$ cat src/gpio_consts.svh
// Register offsets, reset values and pin counts of the general purpose I/O block
`ifndef GPIO_CONSTS_SVH
`define GPIO_CONSTS_SVH

// Direction registers
`define PORT_ZERO_DIRECTION_ADDR 8'hb8
`define PORT_TWO_DIRECTION_ADDR 8'hc1
`define PORT_FIVE_DIRECTION_ADDR 8'hc5

// Data registers
`define PORT_ZERO_DATA_ADDR 8'hd0
`define PORT_TWO_DATA_ADDR 8'hd1
`define PORT_FIVE_DATA_ADDR 8'hd5

// Pull-up registers, write only
`define PORT_ZERO_PULLUP_ADDR 8'he1
`define PORT_TWO_PULLUP_ADDR 8'he2
`define PORT_FIVE_PULLUP_ADDR 8'he5

// Direction bit set and bit clear strobes, one per port
`define PORT_ZERO_DIR_SET_ADDR 8'hf0
`define PORT_TWO_DIR_SET_ADDR 8'hf1
`define PORT_FIVE_DIR_SET_ADDR 8'hf2
`define PORT_ZERO_DIR_CLR_ADDR 8'hf4
`define PORT_TWO_DIR_CLR_ADDR 8'hf5
`define PORT_FIVE_DIR_CLR_ADDR 8'hf6

// Reset values
`define DIRECTION_RESET 8'h00
`define DATA_RESET 8'h00
`define PULLUP_RESET 8'h00
`define READ_IDLE 8'h00

// Pins per port
`define PORT_ZERO_PIN_COUNT 8
`define PORT_TWO_PIN_COUNT 2
`define PORT_FIVE_PIN_COUNT 5

`endif

$ cat src/gpio_pkg.sv
// Types shared by the general purpose I/O block
package gpio_pkg;

  typedef logic [7:0] reg_byte_t;
  typedef logic [7:0] reg_addr_t;

  // What a register address selects
  typedef enum logic [2:0] {
    ACC_NONE,
    ACC_DIR,
    ACC_DATA,
    ACC_PULL,
    ACC_DIR_SET,
    ACC_DIR_CLR
  } access_kind_t;

  // Which port an address belongs to
  typedef enum logic [1:0] {
    SEL_ZERO,
    SEL_TWO,
    SEL_FIVE
  } port_sel_t;

endpackage : gpio_pkg

$ cat src/gpio_ports.sv
// General purpose I/O ports zero, two and five with their register file
`timescale 1ns/1ps

`include "gpio_consts.svh"

////////////////////////////////////////////////////////////////////////////////
module gpio_ports #(
  parameter int PORT_ZERO_PINS = `PORT_ZERO_PIN_COUNT,
  parameter int PORT_TWO_PINS = `PORT_TWO_PIN_COUNT,
  parameter int PORT_FIVE_PINS = `PORT_FIVE_PIN_COUNT
) (
  // Clock and reset
  input wire logic clock_i,
  input wire logic nrst_i,
  // Register port
  input wire gpio_pkg::reg_addr_t addr_i,
  input wire gpio_pkg::reg_byte_t wdata_i,
  input wire logic wr_i,
  input wire logic rd_i,
  output gpio_pkg::reg_byte_t rdata_o,
  // Port zero pins
  input wire logic [PORT_ZERO_PINS-1:0] port_zero_in_i,
  output logic [PORT_ZERO_PINS-1:0] port_zero_out_o,
  output logic [PORT_ZERO_PINS-1:0] port_zero_oe_o,
  output logic [PORT_ZERO_PINS-1:0] port_zero_pullup_o,
  // Port two pins
  input wire logic [PORT_TWO_PINS-1:0] port_two_in_i,
  output logic [PORT_TWO_PINS-1:0] port_two_out_o,
  output logic [PORT_TWO_PINS-1:0] port_two_oe_o,
  output logic [PORT_TWO_PINS-1:0] port_two_pullup_o,
  // Port five pins
  input wire logic [PORT_FIVE_PINS-1:0] port_five_in_i,
  output logic [PORT_FIVE_PINS-1:0] port_five_out_o,
  output logic [PORT_FIVE_PINS-1:0] port_five_oe_o,
  output logic [PORT_FIVE_PINS-1:0] port_five_pullup_o
);

  import gpio_pkg::*;

  localparam int TOTAL_PINS = PORT_ZERO_PINS + PORT_TWO_PINS + PORT_FIVE_PINS;

  //////////////////////////////////////////////////////////////////////////////
  // Helper functions

  // Ones in the low positions that carry a real pin
  function automatic reg_byte_t pin_mask(input int pins);
    reg_byte_t m;
    m = 8'h00;
    for (int i = 0; i < 8; i++) begin
      m[i] = (i < pins);
    end
    return m;
  endfunction : pin_mask

  // Kind of register behind an address
  function automatic access_kind_t decode_kind(input reg_addr_t a);
    access_kind_t k;
    k = ACC_NONE;
    case (a)
      `PORT_ZERO_DIRECTION_ADDR,
      `PORT_TWO_DIRECTION_ADDR,
      `PORT_FIVE_DIRECTION_ADDR: k = ACC_DIR;
      `PORT_ZERO_DATA_ADDR,
      `PORT_TWO_DATA_ADDR,
      `PORT_FIVE_DATA_ADDR: k = ACC_DATA;
      `PORT_ZERO_PULLUP_ADDR,
      `PORT_TWO_PULLUP_ADDR,
      `PORT_FIVE_PULLUP_ADDR: k = ACC_PULL;
      `PORT_ZERO_DIR_SET_ADDR,
      `PORT_TWO_DIR_SET_ADDR,
      `PORT_FIVE_DIR_SET_ADDR: k = ACC_DIR_SET;
      `PORT_ZERO_DIR_CLR_ADDR,
      `PORT_TWO_DIR_CLR_ADDR,
      `PORT_FIVE_DIR_CLR_ADDR: k = ACC_DIR_CLR;
      default: k = ACC_NONE;
    endcase
    return k;
  endfunction : decode_kind

  // Port behind an address; unmapped addresses fall to zero and are gated by kind
  function automatic port_sel_t decode_port(input reg_addr_t a);
    port_sel_t p;
    p = SEL_ZERO;
    case (a)
      `PORT_TWO_DIRECTION_ADDR,
      `PORT_TWO_DATA_ADDR,
      `PORT_TWO_PULLUP_ADDR,
      `PORT_TWO_DIR_SET_ADDR,
      `PORT_TWO_DIR_CLR_ADDR: p = SEL_TWO;
      `PORT_FIVE_DIRECTION_ADDR,
      `PORT_FIVE_DATA_ADDR,
      `PORT_FIVE_PULLUP_ADDR,
      `PORT_FIVE_DIR_SET_ADDR,
      `PORT_FIVE_DIR_CLR_ADDR: p = SEL_FIVE;
      default: p = SEL_ZERO;
    endcase
    return p;
  endfunction : decode_port

  // Pick one of three bytes by port
  function automatic reg_byte_t pick(input reg_byte_t b0, input reg_byte_t b1,
                                     input reg_byte_t b2, input port_sel_t p);
    reg_byte_t r;
    r = 8'h00;
    case (p)
      SEL_ZERO: r = b0;
      SEL_TWO: r = b1;
      SEL_FIVE: r = b2;
      default: r = 8'h00;
    endcase
    return r;
  endfunction : pick

  // Next value of a register for one write
  function automatic reg_byte_t dir_update(input reg_byte_t cur, input reg_byte_t wd,
                                           input access_kind_t k);
    reg_byte_t r;
    r = cur;
    case (k)
      ACC_DIR: r = wd;
      ACC_DIR_SET: r = cur | wd;
      ACC_DIR_CLR: r = cur & ~wd;
      default: r = cur;
    endcase
    return r;
  endfunction : dir_update

  //////////////////////////////////////////////////////////////////////////////
  // Pin level synchronisation

  logic [TOTAL_PINS-1:0] pins_sync;

  // One synchroniser for all pins keeps the three ports aligned in time
  gpio_pin_sync #(
    .WIDTH(TOTAL_PINS)
  ) u_pin_sync (
    .clock_i(clock_i),
    .nrst_i(nrst_i),
    .async_i({port_five_in_i, port_two_in_i, port_zero_in_i}),
    .sync_o(pins_sync)
  );

  reg_byte_t level_zero;
  reg_byte_t level_two;
  reg_byte_t level_five;

  // Spread synchronised levels back into bytes, unused bits zero
  always_comb begin
    level_zero = 8'h00;
    level_two = 8'h00;
    level_five = 8'h00;
    level_zero[PORT_ZERO_PINS-1:0] = pins_sync[PORT_ZERO_PINS-1:0];
    level_two[PORT_TWO_PINS-1:0] = pins_sync[PORT_ZERO_PINS +: PORT_TWO_PINS];
    level_five[PORT_FIVE_PINS-1:0] =
      pins_sync[PORT_ZERO_PINS + PORT_TWO_PINS +: PORT_FIVE_PINS];
  end

  //////////////////////////////////////////////////////////////////////////////
  // Address decode

  localparam reg_byte_t MASK_ZERO = pin_mask(PORT_ZERO_PINS);
  localparam reg_byte_t MASK_TWO = pin_mask(PORT_TWO_PINS);
  localparam reg_byte_t MASK_FIVE = pin_mask(PORT_FIVE_PINS);

  // Decode is shared by reads and writes
  wire access_kind_t acc_kind = decode_kind(addr_i);
  wire port_sel_t acc_port = decode_port(addr_i);
  wire reg_byte_t acc_mask = pick(MASK_ZERO, MASK_TWO, MASK_FIVE, acc_port);
  wire reg_byte_t wdata_masked = wdata_i & acc_mask;
  wire wr_zero = wr_i && (acc_port == SEL_ZERO);
  wire wr_two = wr_i && (acc_port == SEL_TWO);
  wire wr_five = wr_i && (acc_port == SEL_FIVE);

  //////////////////////////////////////////////////////////////////////////////
  // Direction registers

  reg_byte_t dir_zero_reg;
  reg_byte_t dir_two_reg;
  reg_byte_t dir_five_reg;

  // Whole byte writes and bit set or clear share one path
  wire access_kind_t k_none = ACC_NONE;
  wire reg_byte_t dir_zero_next = dir_update(dir_zero_reg, wdata_masked,
                                             wr_zero ? acc_kind : k_none);
  wire reg_byte_t dir_two_next = dir_update(dir_two_reg, wdata_masked,
                                            wr_two ? acc_kind : k_none);
  wire reg_byte_t dir_five_next = dir_update(dir_five_reg, wdata_masked,
                                             wr_five ? acc_kind : k_none);

  always_ff @(posedge clock_i or negedge nrst_i) begin
    if (!nrst_i) begin
      dir_zero_reg <= `DIRECTION_RESET;
      dir_two_reg <= `DIRECTION_RESET;
      dir_five_reg <= `DIRECTION_RESET;
    end else begin
      dir_zero_reg <= dir_zero_next;
      dir_two_reg <= dir_two_next;
      dir_five_reg <= dir_five_next;
    end
  end

  //////////////////////////////////////////////////////////////////////////////
  // Output data latches and pull-up registers

  reg_byte_t data_zero_reg;
  reg_byte_t data_two_reg;
  reg_byte_t data_five_reg;
  reg_byte_t pull_zero_reg;
  reg_byte_t pull_two_reg;
  reg_byte_t pull_five_reg;

  // Latches take writes even in input mode, so software can preload a level
  wire wr_data = wr_i && (acc_kind == ACC_DATA);
  wire wr_pull = wr_i && (acc_kind == ACC_PULL);
  wire reg_byte_t data_zero_next = (wr_data && wr_zero) ? wdata_masked : data_zero_reg;
  wire reg_byte_t data_two_next = (wr_data && wr_two) ? wdata_masked : data_two_reg;
  wire reg_byte_t data_five_next = (wr_data && wr_five) ? wdata_masked : data_five_reg;
  wire reg_byte_t pull_zero_next = (wr_pull && wr_zero) ? wdata_masked : pull_zero_reg;
  wire reg_byte_t pull_two_next = (wr_pull && wr_two) ? wdata_masked : pull_two_reg;
  wire reg_byte_t pull_five_next = (wr_pull && wr_five) ? wdata_masked : pull_five_reg;

  always_ff @(posedge clock_i or negedge nrst_i) begin
    if (!nrst_i) begin
      data_zero_reg <= `DATA_RESET;
      data_two_reg <= `DATA_RESET;
      data_five_reg <= `DATA_RESET;
    end else begin
      data_zero_reg <= data_zero_next;
      data_two_reg <= data_two_next;
      data_five_reg <= data_five_next;
    end
  end

  always_ff @(posedge clock_i or negedge nrst_i) begin
    if (!nrst_i) begin
      pull_zero_reg <= `PULLUP_RESET;
      pull_two_reg <= `PULLUP_RESET;
      pull_five_reg <= `PULLUP_RESET;
    end else begin
      pull_zero_reg <= pull_zero_next;
      pull_two_reg <= pull_two_next;
      pull_five_reg <= pull_five_next;
    end
  end

  //////////////////////////////////////////////////////////////////////////////
  // Read path

  // Per bit: output pins return the latch, input pins the synchronised level
  wire reg_byte_t view_zero = (dir_zero_reg & data_zero_reg) | (~dir_zero_reg & level_zero);
  wire reg_byte_t view_two = (dir_two_reg & data_two_reg) | (~dir_two_reg & level_two);
  wire reg_byte_t view_five = (dir_five_reg & data_five_reg) | (~dir_five_reg & level_five);
  wire reg_byte_t dir_sel = pick(dir_zero_reg, dir_two_reg, dir_five_reg, acc_port);
  wire reg_byte_t view_sel = pick(view_zero, view_two, view_five, acc_port);

  reg_byte_t rd_value;

  // Pull-up and strobe addresses are write only and read as zero
  always_comb begin
    case (acc_kind)
      ACC_DIR: rd_value = dir_sel;
      ACC_DATA: rd_value = view_sel & acc_mask;
      ACC_PULL: rd_value = `READ_IDLE;
      default: rd_value = `READ_IDLE;
    endcase
  end

  reg_byte_t rdata_reg;
  wire reg_byte_t rdata_next = rd_i ? rd_value : `READ_IDLE;

  // Read data stand for exactly the cycle after the strobe
  always_ff @(posedge clock_i or negedge nrst_i) begin
    if (!nrst_i) begin
      rdata_reg <= `READ_IDLE;
    end else begin
      rdata_reg <= rdata_next;
    end
  end

  //////////////////////////////////////////////////////////////////////////////
  // Outputs, all straight from flip-flops

  assign rdata_o = rdata_reg;

  // Driver enable follows the direction bit, so inputs never drive
  assign port_zero_oe_o = dir_zero_reg[PORT_ZERO_PINS-1:0];
  assign port_two_oe_o = dir_two_reg[PORT_TWO_PINS-1:0];
  assign port_five_oe_o = dir_five_reg[PORT_FIVE_PINS-1:0];
  assign port_zero_out_o = data_zero_reg[PORT_ZERO_PINS-1:0];
  assign port_two_out_o = data_two_reg[PORT_TWO_PINS-1:0];
  assign port_five_out_o = data_five_reg[PORT_FIVE_PINS-1:0];
  // Pull-up follows its bit regardless of direction; software owns the choice
  assign port_zero_pullup_o = pull_zero_reg[PORT_ZERO_PINS-1:0];
  assign port_two_pullup_o = pull_two_reg[PORT_TWO_PINS-1:0];
  assign port_five_pullup_o = pull_five_reg[PORT_FIVE_PINS-1:0];

endmodule : gpio_ports

$ cat src/gpio_pin_sync.sv
// Two flip-flop synchroniser for the asynchronous pin levels
`timescale 1ns/1ps

module gpio_pin_sync #(
  parameter int WIDTH = 15
) (
  // Clock and reset
  input wire logic clock_i,
  input wire logic nrst_i,
  // Levels
  input wire logic [WIDTH-1:0] async_i,
  output logic [WIDTH-1:0] sync_o
);

  logic [WIDTH-1:0] meta_reg;
  logic [WIDTH-1:0] sync_reg;

  // First stage feeds only the second stage
  always_ff @(posedge clock_i or negedge nrst_i) begin
    if (!nrst_i) begin
      meta_reg <= '0;
      sync_reg <= '0;
    end else begin
      meta_reg <= async_i;
      sync_reg <= meta_reg;
    end
  end

  assign sync_o = sync_reg;

endmodule : gpio_pin_sync

$ cat config.mk
export PLATFORM = sky130hd
export DESIGN_NAME = gpio_ports
export DESIGN_NICKNAME = d
export VERILOG_FILES = /design/src/gpio_pkg.sv /design/src/gpio_ports.sv /design/src/gpio_pin_sync.sv
export VERILOG_INCLUDE_DIRS = /design/src
export SDC_FILE = /design/constraint.sdc
export NUM_CORES = 1
export LEC_CHECK = 0
export ABC_AREA = 1
export BUFFER_PORTS_ARGS = -buffer_cell sky130_fd_sc_hd__clkbuf_2
export CORE_UTILIZATION = 50
export CTS_BUF_LIST = sky130_fd_sc_hd__clkbuf_16
export DETAILED_ROUTE_END_ITERATION = 16
export PLACE_DENSITY_LB_ADDON = 0.2
export SYNTH_ARGS = -nofsm -noshare
export SYNTH_HDL_FRONTEND = slang
export SYNTH_HIERARCHICAL = 1
export SYNTH_SLANG_ARGS = --single-unit
$ cat constraint.sdc
create_clock -name clock_i -period 1.45 [get_ports clock_i]
set_input_delay 0.2175 -clock clock_i [delete_from_list [all_inputs] [get_ports clock_i]]
set_output_delay 0.2175 -clock clock_i [all_outputs]
set_load 0.02 [all_outputs]
### After elaboration in Yosys (flattened, before gate mapping)

Cells that the tools add are included.

* register bits after elaboration: 101
* bits of input ports: 35
* output and inout bits: 53
* logic and storage cells: 97

* eq/ne operators: 29
* multiplexer cells: 13
* bitwise operators: 21
* reductions and logical operators: 22

Operators with widths (number)
* $pmux W8 S3: 6
* $eq A8 B8 Y1 const B: 15
* $and A8 B8 Y8: 9
* $or A8 B8 Y8: 6
* $not A8 Y8: 4
* $eq A3 B3 Y1 const B: 6
* $pmux W8 S2: 1
* $pmux W3 S5: 1
* $reduce_or A3 Y1: 5
* $eq A3 B1 Y1 const B: 4
* $logic_and A1 B1 Y1: 11
* $reduce_or A5 Y1: 2
* $mux W3: 3
* $reduce_bool A3 Y1: 3
* $and A8 B2 Y8: 1
* $and A8 B5 Y8: 1
* $mux W8: 1
* $eq A3 B2 Y1 const B: 2
* $pmux W2 S2: 1
* $eq A2 B1 Y1 const B: 1
* $eq A2 B2 Y1 const B: 1
* $logic_not A2 Y1: 1

### Depth between registers and ports, before layout

Gate-level depths: netlist of run 1.

* word-level depth: 9
* mapped depth: 13
* depth with buffers taken out: 12

### By module

Netlist of run 1, hierarchy kept.

Modules (own cells, without submodules)
* gpio_ports: times used 1, cells each 461, area an instance 3728.6 µm², sequential area each 1726.7 µm²
* gpio_pin_sync: times used 1, cells each 30, area an instance 750.7 µm², sequential area each 750.7 µm²

### Worst setup path after synthesis of run 1

No wires, ideal clock.

* kind: input-to-reg
* start: input port addr_i[7]
* end: register pull_zero_reg[4] (netlist: port_zero_pullup_o[4])
* library setup time: 0.120 ns
* data arrival time: 1.418 ns
* data required time: 1.330 ns
* slack: -0.089 ns
* stages on the path: 12
* buffers on the path: 1
* cells stage by stage: nand2_1 nor2_1 nand2_2 nand2_2 inv_2 nand2_4 inv_2 nor2_4 nand2_2 buf_6 nand2_1 o21ai_2

* longest elaborated chain between the ends: 6
* elaborated cells between the ends (all ways): 33
* those cells by class: eq/ne: 18; mux: 3; bitwise: 1; reduce/logical: 11

RTL lines
* start, declared: RTL line gpio_ports.sv:16 `input wire gpio_pkg::reg_addr_t addr_i,`
* $eq A8 B8 Y1, on equally long branches: RTL line gpio_ports.sv:59, gpio_ports.sv:84
* $reduce_or A5 Y1 or $reduce_or A3 Y1 (tied branches): RTL line gpio_ports.sv:84, gpio_ports.sv:59
* $pmux W2 S2 or $pmux W3 S5 (tied branches): RTL line gpio_ports.sv:84, gpio_ports.sv:59
* $eq A2 B2 Y1, or another cell as far along: RTL line gpio_ports.sv:105 `case (p)`
* $pmux W8 S3, or another cell as far along: RTL line gpio_ports.sv:105
* $and A8 B8 Y8 or $logic_and A1 B1 Y1 (tied branches): RTL line gpio_ports.sv:169, gpio_ports.sv:218
* end signal, assigned: RTL line gpio_ports.sv:236 `` pull_zero_reg <= `PULLUP_RESET; ``
* end signal, assigned: RTL line gpio_ports.sv:240 `pull_zero_reg <= pull_zero_next;`
* end, declared: RTL line gpio_ports.sv:208 `reg_byte_t pull_zero_reg;`

Parallel ways exist; a longest one is shown, timed or not.
A chain may end at the register's enable or synchronous reset.

### Worst setup path after layout of run 1

* start: input port addr_i[1]
* end: register rdata_reg[1] (netlist: rdata_o[1])

* longest elaborated chain between the ends: 8
* elaborated cells between the ends (all ways): 35
* those cells by class: eq/ne: 19; mux: 7; bitwise: 1; reduce/logical: 8

RTL lines
* $eq A8 B8 Y1: RTL line gpio_ports.sv:59, gpio_ports.sv:84
* $reduce_or A5 Y1: RTL line gpio_ports.sv:84 `case (a)`
* $pmux W2 S2: RTL line gpio_ports.sv:84
* $eq A2 B2 Y1, or another cell as far along: RTL line gpio_ports.sv:105
* $pmux W8 S3: RTL line gpio_ports.sv:105
* $and A8 B8 Y8: RTL line gpio_ports.sv:262 `ACC_DATA: rd_value = view_sel & acc_mask;`
* $pmux W8 S2 *: RTL line gpio_ports.sv:260 `case (acc_kind)`
* $mux W8 (no line) *
* via rdata_next[1]: RTL line gpio_ports.sv:269 `` wire reg_byte_t rdata_next = rd_i ? rd_value : `READ_IDLE; ``
* end signal, assigned: RTL line gpio_ports.sv:274 `` rdata_reg <= `READ_IDLE; ``
* end signal, assigned: RTL line gpio_ports.sv:276 `rdata_reg <= rdata_next;`
* end, declared: RTL line gpio_ports.sv:268 `reg_byte_t rdata_reg;`

Mark *: on every way through the listed nets, which the timed path passes. The rest lies on a longest branch.

==> results of run 1 <==
[per-layer routing]
layer	vias to the layer above	track usage, %	part of all wire (%)
met5	-	0	0
met4	0	9.41	2.3
met3	18	4.77	5.8
met2	143	43.6	50
met1	1908	34.6	42
li1	1881	-	-
[area by class of cell]
cell class / count / share of cell area (%)
multi-input cells: 316 / 28.4
clock inverters: 7 / 0.869
repair buffers: 168 / 19.2
clock buffers: 9 / 3.82
flip-flops and latches: 99 / 42.0
well taps: 108 / 2.29
inverters: 53 / 3.45
[where the power goes]
part	internal, mW	switching (mW)
Clock	1.18	1.08
Combinational	0.454	0.627
Sequential	2.94	0.175
Total	4.57	1.88
[what timing repair did]
item,in CTS,in global routing
hold buffers,16,0
endpoints found under the hold margin,39,0
gates resized for setup,0,7
buffers inserted,0,1
setup endpoints to repair,0,23
[how the worst max path moves through the flow]
stage / cells after the start / end / start / slack (ps)
5_1_grt: 12 / port_zero_oe_o[5] / addr_i[1] / -0.5
2_1_floorplan: 13 / port_zero_pullup_o[4] / addr_i[3] / 10
6_report: 11 / rdata_o[1] / addr_i[1] / 70
4_1_cts: 10 / port_zero_out_o[5] / addr_i[3] / 40
3_5_place_dp: 10 / port_zero_out_o[5] / addr_i[3] / -280
3_3_place_gp: 10 / port_zero_out_o[5] / addr_i[3] / -280
[through the flow]
step | total power, mW | utilization [%] | std cells | area (sq um) | setup TNS [ps]
3_5_place_dp | 4.20 | 62.7 | 727 | 5440 | -12320
4_1_cts | 6.47 | 67.7 | 759 | 5880 | 0
2_1_floorplan | 3.72 | - | 491 | 4500 | 0
5_1_grt | 6.72 | 68.0 | 760 | 5900 | -0.463
3_3_place_gp | 4.18 | 62.7 | 727 | 5440 | -10550
6_report | 6.44 | 68.0 | 760 | 5900 | 0
[worst min-delay path, stage by stage]
cell      delay, ps
clkbuf_2         90
nor2_1           90
a21oi_1          40
[cell families after synthesis]
family                 Yosys count  synth area share (%)
multiplexers                     8                  1.98
AND/OR/NAND/NOR                249                  26.8
flip-flops                      99                  55.3
AO/OA/AOI/OAI                   59                  7.71
buffers and inverters           76                  8.21
[layout by cell type (no fill, tap or decap), types with 2 or more instances in the layout]
master,instances
nor2_2,5
nand4_1,7
dlygate4sd3_1,16
nand2_1,133
nand3_2,3
nand3_4,3
o22ai_1,4
nor3_4,2
a21oi_1,11
nor2_1,28
dfrtp_1,99
clkbuf_2,86
clkinvlp_4,2
buf_12,4
nor2_4,5
inv_6,2
clkbuf_16,9
nand2_4,5
o21ai_0,25
o21ai_1,4
o21ai_2,6
mux2_2,7
inv_4,2
buf_4,62
nand3_1,45
inv_2,6
o211ai_1,5
clkinv_1,2
nand2_2,10
inv_1,45
==> run metrics, run 1 <==
outcome complete, no violations; max-slew violations 0; WL per Instance 15.5 microns; antenna-violating nets left 0; Mapped Nets 526; Via Count a little under 4,000; crit-path leading delay family simple AND/OR/NAND/NOR gates; setup ws final 67.8 ps; WP data required around 1700 ps; CTS Sinks 99; multi-input logic area 1670 sq um; Tmin final ~1400 ps; DRC 0; die area 9340 sq um; maxcap violations 0; TritonCTS clock tree yes; final net count 682; Diodes inserted 0; worst skew pair latency 340 ps; Synth top area share a little under three fifths; Max Fanout on Critical Path 15; critical path type input port to flop; CTS root buffer clkbuf_16; Period Utilization, post-route between 90% and 100%; Hold Startpoint wdata_i[6]; cell taking the most area after synthesis dfrtp_1; TritonCTS buffer count 9; TritonRoute pass-1 iters 4; layout cells sized above 1 34.2%; I/O Pins 88; final-report setup violation count 0; Worst Reg-to-Reg Cells 5; worst slack, placed -281 ps; most common cell in the netlist nand2_1; Core Area 8680 sq um; initial core utilization 51.6%; Initial DRC Count 222; Lkg Pwr 3.10 nW; critical path data arrival time 1640 ps; r2r startpoint port_zero_oe_o[5]; register area 2480 sq um; die width 96.7 microns; worst hold path type input port to flop; initial antenna violation count 0; Critical Path, Cell by Cell clkbuf_2 -> inv_2 -> nand2_1 -> nor2_2 -> nand3_1 -> nand2_2 -> buf_4 -> o211ai_1 -> nand3_1 -> nand2_1 -> a21oi_1; first-pass GRT wire length 18,900 microns; reg2reg setup slack 210 ps; clk_skew 7.42 ps; syn_area_per_cell 9.12 sq um; Critical R2R Capture rdata_o[5]; Hold Slack 137 ps; # rows 34; max frequency 724 MHz; Hold Crit Endpoint port_zero_out_o[6]; Cells after Synth about 490; GRT Total Usage a little over a quarter; VDD IR max 0.631 mV; ranking of synthesized cells by area dfrtp_1 55%, nand2_1 11%, nand3_1 5.0%; GRT Residual Overflow 0; CTS Buffer Depth 2; Post-synth top cells 135 x nand2_1, 99 x dfrtp_1, 45 x inv_1, 45 x nand3_1, 31 x nor2_1; pwr dens 1090 nW/um^2; Synth Cell Area 4480 sq um; Layout area overhead 31.8%; vias in the first global route 3,741; die height 96.7 microns; Primary FF master, synth dfrtp_1; Yosys warning count 6; Synth cell types 33; pin count of the biggest net entering global routing 31; endpoints failing hold 0; Routed WL 11,800 microns; H-tree Lvls 3; share of flip-flops with an asynchronous set or reset 100%; Critical Path End Type flop; Worst Path Buf+Inv 3; Seq/Total Area, Yosys 55.3%; hold-critical path depth 3; CTS clk-pin slew, worst paths 70 ps; slowest stage delay, CP ~270 ps; Slew Limit Headroom 72.4%; Fillers 723; port bufs 87; dpl hpwl 8660 microns; RD Place Congestion 0.874; post-synthesis register bit count 99; Least-Margin Pin Slew 414 ps; Worst path slowest cell buf_4; CP startpoint kind input port; Post-synth EDFFs 0; DR vias/cell between 5 and 6
Note: power is estimated with default switching activity, not from simulation.
==> inputs of run 2 (changes only) <==
==> constraint.sdc (replaced) <==
create_clock -name clock_i -period 1.31 [get_ports clock_i]
set_input_delay 0.1965 -clock clock_i [delete_from_list [all_inputs] [get_ports clock_i]]
set_output_delay 0.1965 -clock clock_i [all_outputs]
set_load 0.02 [all_outputs]
==> run 2 against run 1 <==
Net effect: the run now ends with setup timing left; critical endpoint is now rdata_o[6]; core utilization grew 5.0 points; count of clock-buffer cells in the layout did not move; largest power group unchanged; hold slack better by 2.5 ps; highest routed layer unchanged.
==> run metrics, run 2 (synthesis gave the netlist of run 1 again) <==
outcome complete, but fails checks; failing checks setup timing; crit-path leading delay family buffers and inverters; TritonCTS buffer count 9; WP data required 1560 ps; CTS Sinks a little under 100; max-slew violations 0; pin count of the biggest net entering global routing 30; initial antenna violation count 0; maxcap violations 0; Layout area overhead 41.5%; CTS clk-pin slew, worst paths 70 ps; total power approximately 7.6 mW; dpl hpwl 8860 microns; DR vias/cell 5.32; max frequency 747 MHz; TritonRoute pass-1 iters 7; die width 96.7 microns; critical path type input port to flop; die area 9340 sq um; sequential power share around 45%; GRT Residual Overflow 0; critical path data arrival time 1590 ps; endpoints failing hold 0; Period Utilization, post-route 102%; H-tree Lvls 3; commonest non-fill, non-tap cell in the layout nand2_1; Lkg Pwr approximately 3.2 nW; Top cell by count, worst path buf_4; worst skew pair latency 350 ps; Least-Margin Pin Slew 390 ps; DRC 0; VDD IR max ~1.1 mV; clock power share 36.5%; worst hold path type input port to flop; layout cells sized above 1 40.8%; Initial DRC Count 362; Worst Path Buf+Inv 6; Via Count 4,084; Routed WL 12,800 microns; pwr dens 1200 nW/um^2; # rows 34; Tmin final approximately 1300 ps; Comb pwr share 18.5%; first-pass GRT wire length 20,000 microns; setup ws final -29.4 ps; Slew Limit Headroom 74.0%; final-report setup violation count 1; slowest stage delay, CP 260 ps; Core Area 8680 sq um; CP startpoint kind input port; die height 96.7 microns; Worst path slowest cell a21oi_1; WL per Instance 16.7 microns; Critical Path End Type flop; clk_skew 8.91 ps; internal power roughly 5.4 mW; Critical Path, Cell by Cell buf_6 -> inv_4 -> buf_4 -> nand4_1 -> buf_4 -> a21oi_2 -> buf_6 -> buf_4 -> o2111ai_1 -> a21oi_1; multi-input logic area 1890 sq um; Net Switching 2.24 mW; port bufs 87; worst slack, placed -453 ps; most frequent cells in the layout 121 x nand2_1, 99 x dfrtp_1, 78 x clkbuf_2; final net count 690; antenna-violating nets left 0; RD Place Congestion 0.903; Diodes inserted 0; CTS root buffer clkbuf_16; vias in the first global route between 4,000 and 5,000; switching share of total power 29.5%; TritonCTS clock tree yes; Fillers 672; I/O Pins 88; CTS Buffer Depth 2; Max Fanout on Critical Path 4; initial core utilization slightly above 50%; register area ~2500 sq um; GRT Total Usage 27.8%
[run 2: timing repair]
item	4_1_cts	5_1_grt
gates cloned	0	1
resized for setup	23	75
buffers inserted	5	4
endpoints found under the setup margin	45	58
endpoints found under the hold margin	32	0
hold buffers	16	0
pin swaps	8	23
[run 2: stage by stage]
stage | setup TNS (ps) | utilization (%) | instance area, sq um | instances | hold WS (ps)
3_3_place_gp | -22310 | 63.4 | 5500 | 727 | 121
2_1_floorplan | -843 | - | 4590 | 491 | -99.1
4_1_cts | -34.4 | 70.2 | 6090 | 764 | 132
5_1_grt | -249 | 73.0 | 6340 | 768 | 136
6_report | -29.4 | 73.0 | 6340 | 768 | 140
3_5_place_dp | -24580 | 63.4 | 5500 | 727 | 120
[run 2: power by group through the flow]
stage	logic (mW)	registers (mW)	clock network, mW
after floorplan	0.554	3.58	0
after global placement	1.25	3.46	0
after detailed placement	1.26	3.46	0
after CTS	1.34	3.41	2.79
after global routing	1.52	3.43	2.93
final	1.41	3.41	2.78
[run 2: metal layers]
layer	part of all wire [%]	vias up	GRT usage, %
met3	7.7	37	5.56
met5	0	-	0
met2	50	224	45.3
met1	39	1922	35.2
met4	3.3	0	14.0
li1	-	1901	-
[run 2: worst register-to-register path, delay by kind of cell (launching register included)]
| family | cells | cell delay [ps] |
|---|---|---|
| AOI/OAI and AO/OA | 1 | 60 |
| DFF | 1 | 380 |
| muxes | 1 | 340 |
| and+or+nand+nor | 3 | 230 |
[run 2: final timing paths]
kind	from	endpoint	slack (ps)	cells after the start
max	addr_i[1]	rdata_o[6]	-30	10
min	wdata_i[6]	port_zero_out_o[6]	140	3
max in group asynchronous	nrst_i	port_zero_oe_o[0]	510	3
min reg2reg	u_pin_sync/meta_reg[8]	u_pin_sync/sync_o[8]	350	0
max reg2reg	port_zero_oe_o[2]	rdata_o[2]	180	5
min in group asynchronous	nrst_i	u_pin_sync/sync_o[6]	290	2
[run 2: final cells by class]
cell class                 count  share of cell area, %
clock buffer                   9                   3.55
clock inverter                 7                   1.28
inverter                      53                   3.55
multi-input combinational    316                   29.9
sequential                    99                   39.1
tap                          108                   2.13
timing repair buffer         176                   20.5
